<file path="config.mk">
export PLATFORM = sky130hd
export DESIGN_NAME = otg_idle_handshake
export DESIGN_NICKNAME = d
export VERILOG_FILES = /design/src/hw/otg_idle_pkg.sv /design/src/hw/otg_reinit_timer.sv /design/src/hw/otg_idle_handshake.sv
export SDC_FILE = /design/constraint.sdc
export NUM_CORES = 1
export LEC_CHECK = 0
export BUFFER_PORTS_ARGS = -buffer_cell sky130_fd_sc_hd__buf_2
export CORE_AREA = 2 2 56 58
export DETAILED_ROUTE_END_ITERATION = 8
export DIE_AREA = 0 0 58 60
export GPL_TIMING_DRIVEN = 0
export PLACE_DENSITY_LB_ADDON = 0.05
export SLEW_MARGIN = 20
export SYNTH_ARGS = -nofsm -noshare
export SYNTH_HDL_FRONTEND = slang
export SYNTH_SLANG_ARGS = --single-unit
</file>
<file path="constraint.sdc">
create_clock -name ref_clk -period 2.4 [get_ports ref_clk]
set_clock_uncertainty 0.2 [all_clocks]
set_input_delay 0.12 -clock ref_clk [delete_from_list [all_inputs] [get_ports ref_clk]]
set_output_delay 0.12 -clock ref_clk [all_outputs]
set_load 0.05 [all_outputs]
</file>
<file path="src/hw/otg_idle_pkg.sv">
// Purpose: constants for the usb module idle handshake and system configuration logic
// Assumes: plain register port, 100 MHz ref_clk
// Notes:   one register only; offset chosen locally
`default_nettype none
package otg_idle_pkg;
    localparam logic [7:0]  SYS_CONFIG_ADDR   = 8'h00;
    localparam int          AUTO_GATE_BIT     = 0;
    localparam int          SW_REINIT_BIT     = 1;
    localparam int          GATED_BIT         = 2;
    localparam int          GRANT_BIT         = 3;
    localparam int          REINIT_BUSY_BIT   = 4;
    localparam logic        AUTO_GATE_RESET   = 1'b1;
    localparam int          REINIT_CYCLES     = 4;
    localparam logic [31:0] UNMAPPED_READ     = 32'h0000_0000;
endpackage
`default_nettype wire

</file>
<file path="src/hw/otg_reinit_timer.sv">
// Purpose: counts out the software re-initialisation pulse
// Assumes: start is a one-cycle pulse on the same clock
// Notes:   busy stays high for the given number of cycles
`timescale 1ns/1ps
`default_nettype none
module otg_reinit_timer #(
    parameter int CYCLES = 4
) (
    // clock and reset
    input  wire logic ref_clk,
    input  wire logic resetn,
    // control
    input  wire logic start,
    output var  logic busy
);
    logic [7:0] count;

    always_ff @(posedge ref_clk or negedge resetn) begin
        if (!resetn) begin
            count <= 8'h00;
        end else if (start) begin
            count <= 8'(CYCLES);
        end else if (count != 8'h00) begin
            count <= count - 8'h01;
        end
    end

    always_ff @(posedge ref_clk or negedge resetn) begin
        if (!resetn) begin
            busy <= 1'b0;
        end else begin
            busy <= start || (count > 8'h01);
        end
    end
endmodule // otg_reinit_timer
`default_nettype wire

</file>
<file path="src/hw/otg_idle_handshake.sv">
// Purpose: sleep request/grant handshake and system configuration register
// Assumes: sleep request and module activity come from the same clock domain
// Notes:   read data appear one cycle after the read strobe
`timescale 1ns/1ps
`default_nettype none
module otg_idle_handshake (
    // clock and reset
    input  wire logic        ref_clk,
    input  wire logic        resetn,
    // power manager side
    input  wire logic        sleep_req,
    input  wire logic        iface_clk_on,
    input  wire logic        module_busy,
    output var  logic        sleep_grant,
    // register port
    input  wire logic [7:0]  reg_addr,
    input  wire logic [31:0] reg_wdata,
    input  wire logic        reg_wr,
    input  wire logic        reg_rd,
    output var  logic [31:0] reg_rdata,
    // status
    output var  logic        clk_gated,
    output var  logic        module_sw_reinit
);
    import otg_idle_pkg::*;

    logic auto_gate;
    logic reinit_busy;
    logic reinit_seen;
    logic access_pending;

    wire sel_cfg      = (reg_addr == SYS_CONFIG_ADDR);
    wire cfg_write    = reg_wr && sel_cfg;
    wire reinit_start = cfg_write && reg_wdata[SW_REINIT_BIT];
    wire any_access   = reg_wr || reg_rd;
    // the grant follows the request level directly, so short pulses never latch it
    wire next_grant   = !iface_clk_on ||
                        (sleep_req && !module_busy && !reg_rd);
    wire next_gated   = auto_gate && !any_access && !access_pending;
    logic [31:0] cfg_view;

    // the reinit bit is write-only, it always reads back as zero
    always_comb begin
        cfg_view                  = UNMAPPED_READ;
        cfg_view[AUTO_GATE_BIT]   = auto_gate;
        cfg_view[SW_REINIT_BIT]   = 1'b0;
        cfg_view[GATED_BIT]       = clk_gated;
        cfg_view[GRANT_BIT]       = sleep_grant;
        cfg_view[REINIT_BUSY_BIT] = reinit_busy;
    end

    otg_reinit_timer #(
        .CYCLES (REINIT_CYCLES)
    ) u_timer (
        .ref_clk (ref_clk),
        .resetn  (resetn),
        .start   (reinit_start),
        .busy    (reinit_busy)
    );

    always_ff @(posedge ref_clk or negedge resetn) begin
        if (!resetn) begin
            auto_gate <= AUTO_GATE_RESET;
        end else if (reinit_seen && !reinit_busy) begin
            auto_gate <= AUTO_GATE_RESET;
        end else if (cfg_write && !reinit_busy) begin
            auto_gate <= reg_wdata[AUTO_GATE_BIT];
        end
    end

    // remembers a reinit so its end restores the default gating bit
    always_ff @(posedge ref_clk or negedge resetn) begin
        if (!resetn) begin
            reinit_seen <= 1'b0;
        end else begin
            reinit_seen <= reinit_start || (reinit_seen && reinit_busy);
        end
    end

    always_ff @(posedge ref_clk or negedge resetn) begin
        if (!resetn) begin
            access_pending   <= 1'b0;
            sleep_grant      <= 1'b0;
            clk_gated        <= 1'b0;
            module_sw_reinit <= 1'b0;
            reg_rdata        <= UNMAPPED_READ;
        end else begin
            access_pending   <= any_access;
            sleep_grant      <= next_grant;
            clk_gated        <= next_gated;
            module_sw_reinit <= reinit_busy;
            reg_rdata        <= (reg_rd && sel_cfg) ? cfg_view : UNMAPPED_READ;
        end
    end

    property p_grant_follows;
        @(posedge ref_clk) disable iff (!resetn)
        (sleep_req && iface_clk_on && !module_busy && !reg_rd) |=> sleep_grant;
    endproperty
    a_grant_follows: assert property (p_grant_follows) else $error("grant late");

    property p_grant_drops;
        @(posedge ref_clk) disable iff (!resetn)
        (!sleep_req && iface_clk_on) |=> !sleep_grant;
    endproperty
    a_grant_drops: assert property (p_grant_drops) else $error("grant stuck");

    property p_short_pulse;
        @(posedge ref_clk) disable iff (!resetn)
        (auto_gate && $fell(sleep_req) && iface_clk_on) ##1 (!sleep_req && iface_clk_on)[*2]
        |-> !sleep_grant;
    endproperty
    a_short_pulse: assert property (p_short_pulse) else $error("grant stuck after pulse");

    property p_reinit_restores;
        @(posedge ref_clk) disable iff (!resetn)
        (reinit_start && !reinit_busy) |-> ##[1:8] auto_gate;
    endproperty
    a_reinit_restores: assert property (p_reinit_restores) else $error("gating not restored");

    property p_read_drops;
        @(posedge ref_clk) disable iff (!resetn)
        (reg_rd && iface_clk_on) |=> !sleep_grant && !clk_gated;
    endproperty
    a_read_drops: assert property (p_read_drops) else $error("read kept grant");

    property p_clock_off;
        @(posedge ref_clk) disable iff (!resetn)
        !iface_clk_on |=> sleep_grant;
    endproperty
    a_clock_off: assert property (p_clock_off) else $error("no grant with clock off");

    property p_gate_access;
        @(posedge ref_clk) disable iff (!resetn)
        any_access |=> !clk_gated ##1 !clk_gated;
    endproperty
    a_gate_access: assert property (p_gate_access) else $error("gated during access");

    property p_gate_idle;
        @(posedge ref_clk) disable iff (!resetn)
        (auto_gate && !any_access && !access_pending) |=> clk_gated;
    endproperty
    a_gate_idle: assert property (p_gate_idle) else $error("clock not gated");

    property p_reset_gate;
        @(posedge ref_clk) $rose(resetn) |-> auto_gate;
    endproperty
    a_reset_gate: assert property (p_reset_gate) else $error("reset gating bit wrong");

    // a busy module never grants while its interface clock is on, whatever the request does
    property p_grant_busy;
        @(posedge ref_clk) disable iff (!resetn)
        (module_busy && iface_clk_on) |=> !sleep_grant;
    endproperty
    a_grant_busy: assert property (p_grant_busy) else $error("grant while busy");

    property p_pulse_end;
        @(posedge ref_clk) disable iff (!resetn)
        (auto_gate && sleep_req && iface_clk_on) ##1 (!sleep_req && iface_clk_on)
        |=> !sleep_grant;
    endproperty
    a_pulse_end: assert property (p_pulse_end) else $error("grant held after pulse");

    property p_reset_grant;
        @(posedge ref_clk) $rose(resetn) |-> !sleep_grant && !module_sw_reinit;
    endproperty
    a_reset_grant: assert property (p_reset_grant) else $error("outputs not cleared");

    // repetition count matches the default reinit length
    property p_reinit_pulse;
        @(posedge ref_clk) disable iff (!resetn)
        (reinit_start && !reinit_busy) |-> ##2 module_sw_reinit[*4];
    endproperty
    a_reinit_pulse: assert property (p_reinit_pulse) else $error("reinit short");

    property p_reinit_hold;
        @(posedge ref_clk) disable iff (!resetn)
        reinit_busy |=> $stable(auto_gate);
    endproperty
    a_reinit_hold: assert property (p_reinit_hold) else $error("gating moved");

    property p_restore_end;
        @(posedge ref_clk) disable iff (!resetn)
        (reinit_seen && !reinit_busy) |=> auto_gate;
    endproperty
    a_restore_end: assert property (p_restore_end) else $error("not restored");

    property p_rdata_idle;
        @(posedge ref_clk) disable iff (!resetn)
        !reg_rd |=> (reg_rdata == UNMAPPED_READ);
    endproperty
    a_rdata_idle: assert property (p_rdata_idle) else $error("stray read data");

    // a read must not wake a module whose interface clock is off
    property p_read_clock_off;
        @(posedge ref_clk) disable iff (!resetn)
        (reg_rd && !iface_clk_on) |=> sleep_grant;
    endproperty
    a_read_clock_off: assert property (p_read_clock_off) else $error("grant lost");

    property p_gate_off;
        @(posedge ref_clk) disable iff (!resetn)
        !auto_gate |=> !clk_gated;
    endproperty
    a_gate_off: assert property (p_gate_off) else $error("gated while disabled");

    property p_gate_restart;
        @(posedge ref_clk) disable iff (!resetn)
        (clk_gated && any_access) |=> !clk_gated;
    endproperty
    a_gate_restart: assert property (p_gate_restart) else $error("not restarted");

    c_grant: cover property (@(posedge ref_clk) disable iff (!resetn) $rose(sleep_grant));
    c_short: cover property (@(posedge ref_clk) disable iff (!resetn)
        auto_gate && $rose(sleep_req) ##1 $fell(sleep_req));
    c_reinit: cover property (@(posedge ref_clk) disable iff (!resetn) $fell(module_sw_reinit));
    c_gated: cover property (@(posedge ref_clk) disable iff (!resetn) $rose(clk_gated));
    c_clock_off: cover property (@(posedge ref_clk) disable iff (!resetn)
        $fell(iface_clk_on) ##1 sleep_grant);
endmodule // otg_idle_handshake
`default_nettype wire

</file>
# --- Word-level counts from Yosys, hierarchy flattened ---
# Index checks and enable logic that the tools add are counted.
classes:
  n_addsub: 1
  n_lt_le_gt_ge: 1
  n_mux: 5
  reduce_logical: 24
op_table:
  columns: ["operator", "n"]
  rows:
  - ["two-way mux 8 bit", 2]
  - ["logical AND 1 bit", 10]
  - ["greater-than comparator 8 x 1 -> 1 bit, second input constant", 1]
  - ["logical NOT 8 bit", 1]
  - ["nonzero test 8 bit", 1]
  - ["subtractor 8 x 1 -> 8 bit, second input constant", 1]
  - ["logical NOT 1 bit", 6]
  - ["two-way mux 5 bit", 1]
  - ["logical OR 1 bit", 4]
  - ["nonzero test 2 bit", 2]
  - ["two-way mux 1 bit", 2]
totals:
  ff_bits: 20
  inputBits: 47
  elab_cells: 40

# --- Depth between registers and ports, before layout ---
logic_depth:
  word_depth: 5
  mapped_depth: 6
  depth_no_buf: 5

# --- By module ---
# From an unflattened synthesis, not the netlist that was laid out.
unflattened:
  hier_cells: 110
  area_unflattened_um2: 1098.6
modules_own_cells:
  columns: ["mod", "n_inst", "cells_each", "area_each_um2"]
  rows:
  - ["otg_idle_handshake", 1, 57, 598.1]
  - ["otg_reinit_timer", 1, 53, 500.5]

# --- Worst setup path after synthesis ---
# No wires, ideal clock.
synth_path:
  kind: "register to register"
  startpoint: "register u_timer.count[2]"
  endpoint: "register u_timer.count[6]"
  setup_ps: 78
  arrival_ps: 1538
  path_slack_ps: 584
  stages_incl_launch_ff: 4
  n_path_buf: 0
  path_cell_list: "dfrtp_1 > or4_4 > or4_1 > a21oi_1"
synth_between:
  elab_chain_cells: 3
synth_lines:
  columns: ["item", "line_no", "text"]
  rows:
  - ["start: declaration", "otg_reinit_timer.sv:16", "logic [7:0] count;"]
  - ["start signal: assignment", "otg_reinit_timer.sv:22", "count <= 8'(CYCLES);"]
  - ["start signal: assignment", "otg_reinit_timer.sv:24", "count <= count - 8'h01;"]
  - ["subtractor 8 x 1 -> 8 bit", "otg_reinit_timer.sv:24", null]
  - ["two-way mux 8 bit", "otg_reinit_timer.sv:23", "end else if (count != 8'h00) begin"]
  - ["two-way mux 8 bit", "otg_reinit_timer.sv:21", "end else if (start) begin"]
# Parallel ways exist; a longest one is shown, timed or not. The select of a mux whose other input is x is not followed.
# A chain may end at the register's enable or synchronous reset.

# --- Worst setup path after layout ---
layout_path:
  startpoint: "input reg_addr[2]"
  endpoint: "register reg_rdata[4]"
layout_between:
  elab_chain_cells: 3
layout_lines:
  columns: ["item", "line_no", "text"]
  rows:
  - ["start: declaration", "otg_idle_handshake.sv:16", "input wire logic [7:0] reg_addr,"]
  - ["logical NOT 8 bit", "otg_idle_handshake.sv:32", "wire sel_cfg = (reg_addr == SYS_CONFIG_ADDR);"]
  - ["logical AND 1 bit", "otg_idle_handshake.sv:92", "reg_rdata <= (reg_rd && sel_cfg) ? cfg_view : UNMAPPED_READ;"]
  - ["two-way mux 5 bit", "otg_idle_handshake.sv:92", null]
  - ["end signal: assignment", "otg_idle_handshake.sv:92", null]
  - ["end: declaration", "otg_idle_handshake.sv:20", "output var logic [31:0] reg_rdata,"]
# Every way passes these cells.

==> impl_metrics.ini <==
[floorplanning]
die_y_um = 60
rows = 20
start_util = 0.376
fp.dieArea_um2 = 3480
io_pins = 82
core_area_um2 = 2900
die_w_um = 58

[finish]
multiInputGateArea_um2 = 468
area_growth_pct = 35.3
regArea_um2 = 477
fin_nets = 230
drive_above_1_share = 0.335
fill_cells = 282
fin_util = 0.509
antenna_cells = 0

[synth]
yosysMostFrequentCell = buf_4
yosysWarningCount = 0
syn_inst = 115
ys_seq_elements = 19
synth_area_um2 = 1090
ys.flop_type = dfrtp_1
ys_top_cells_by_count = 28 x buf_4, 18 x dfrtp_1, 7 x inv_1, 7 x nor2_1, 7 x nor3_1
synth_area_leaders = dfrtp_1 41%, buf_4 19%, ha_1 3.4%, nor3_1 3.2%, o21ai_0 2.8%
yosysTopAreaCell = dfrtp_1
synth-edff-count = 0
ys_types = 31
async_reset_ff_frac = 1.00
netlist.area_leader.share = 0.413
ys_seq_area_frac = 0.437
syn_area_per_cell_um2 = 9.49

[clock_network]
cts_num_sinks = 19
post_cts_buffers = 0
cts.clk_slew.worst_paths_ps = 110
clockRootBuffer = clkbuf_4
cts_htree_levels = 1
cts_resized = 0
cts_inserted_buffers = 3
clock_latency_ps = 300
cts_tree = done
clock_path_buffers = 2
ctsHoldBuffers = 10

[critical_path]
crit_required_ps = 2440
cp-end-kind = register
path_common_cell = dlygate4sd3_1
crit_chain = dlygate4sd3_1 > buf_2 > nor4_1 > dlygate4sd3_1 > nand3_1 > nor2_1
cpPeakStageDelay_ps = 630
start_kind = primary input
slowest_stage = dlygate4sd3_1
critical_path_peak_fanout = 4
path_class = in -> reg
r2r-start = u_timer.count[0]
crit_path_start = reg_addr[2]
worstPathArrival_ps = 2060

[power]
p_leak_nw = 0.780
p_per_area_nw_per_um2 = 708
ir_drop_v = 0.000621
finalPower_mw = 1.05

[drt]
drt_wl_total_um = 2070
drc = 0
firstDrtPassIters = 4
vias = 900
vias_per_cell = 4.25
antenna_left = 0
drtIter0Drc = 16
wire_per_inst_um = 9.76

[placement]
io_buffers = 23
gp_congestion = 0.758
dp_hpwl_um = 1460

[sta]
slew_viol_final = 0
setup_tns_ps = 0
fmax_ghz = 0.493
relSlewSlack = 0.646
fin_crit_sh = 0.845
fin_crit_ps = 2030
rsz0062_at_grt = false
tightest_slew_ps = 526
setup_viol = 0
hold_viol = 0

[global_route]
grt-ovfl-total = 0
grt_pass1_wl_um = 3660
grt_max_degree = 20
grtUsageTotal = 0.137
grt_pass1_vias = 840
antenna_found_initial = 0

[run_status]
status = finished, final reports clean

[min_path]
hold_path_class = in -> async

[flow_run]
max_cap_viol_count = 0
[logic make-up after synthesis]
family                     share of synthesized area
buffers and inverters                          0.227
adders and majority gates                     0.0344
AOI/OAI and AO/OA                              0.109
other                                        0.00344
DFF                                            0.437
and+or+nand+nor                                0.189
[metrics by stage]
step	cells	setup slack, ps	instance area (um2)	hold slack (ps)
final	212	373	1480	70.2
after global placement	198	456	1350	-118
after detailed placement	198	423	1350	-110
after global routing	212	218	1480	74.3
after floorplan	142	584	1190	-376
after CTS	212	379	1480	64.7
[area by class of cell]
| cell class | instances | area share |
|---|---|---|
| clock inverter | 1 | 0.00339 |
| clock buffer | 3 | 0.0153 |
| sequential | 19 | 0.323 |
| buffer | 31 | 0.150 |
| timing repair buffer | 33 | 0.146 |
| multi-input combinational | 85 | 0.317 |
| inverter | 7 | 0.0178 |
| tap | 33 | 0.0280 |
[cells in the final DEF (no fill, tap or decap), types with 2 or more instances in the layout]
cell type / n
dfrtp_1: 18
o31ai_1: 2
o21ai_0: 6
buf_4: 28
o21a_1: 2
or3_1: 2
nor4_1: 3
nand2_1: 3
conb_1: 28
clkbuf_4: 3
buf_2: 23
and4_1: 2
inv_1: 7
a21oi_1: 5
dlygate4sd3_1: 10
or4_1: 2
ha_1: 3
nor2_1: 7
nor3_1: 7
clkbuf_1: 3
[worst max-delay path: cells and delay by family]
kind	cells	cell delay, ps
buffers and inverters	3	1260
and+or+nand+nor	3	670
[report_power, final]
group          switching (mW)  total, mW  leakage (nW)  internal [mW]
combinational           0.237      0.413         0.534          0.176
clock                  0.0996      0.162        0.0177         0.0620
sequential             0.0844      0.471         0.228          0.387
total                   0.421       1.05         0.780          0.625
[sequential cells by signal, indices dropped and copies added, names as in the netlist]
signal,count
reg_rdata,4
u_timer.busy,1
sleep_grant,1
u_timer.count,8
auto_gate,1
clk_gated,1
access_pending,1
reinit_seen,1
module_sw_reinit,1
[per-layer routing]
layer,global-route usage,share of wire,vias to the layer above,wire [um]
met5,0,0,-,0
met3,0.0455,0.062,2,129
met1,0.146,0.38,411,792
met2,0.265,0.55,23,1140
li1,-,-,464,-
met4,0.0199,0.0043,0,9
[path summary, 6_finish.rpt]
path | depth (start not counted) | to | slack [ps]
worst max-delay path | 6 | reg_rdata[4] | 370
worst min-delay path | 2 | reg_rdata[0] | 70
worst max register to register | 6 | u_timer.count[0] | 410
worst min register to register | 1 | clk_gated | 210
max in group asynchronous | 2 | auto_gate | 1600
min in group ref_clk | 4 | auto_gate | 80
Power figures use the tool's default switching activity.
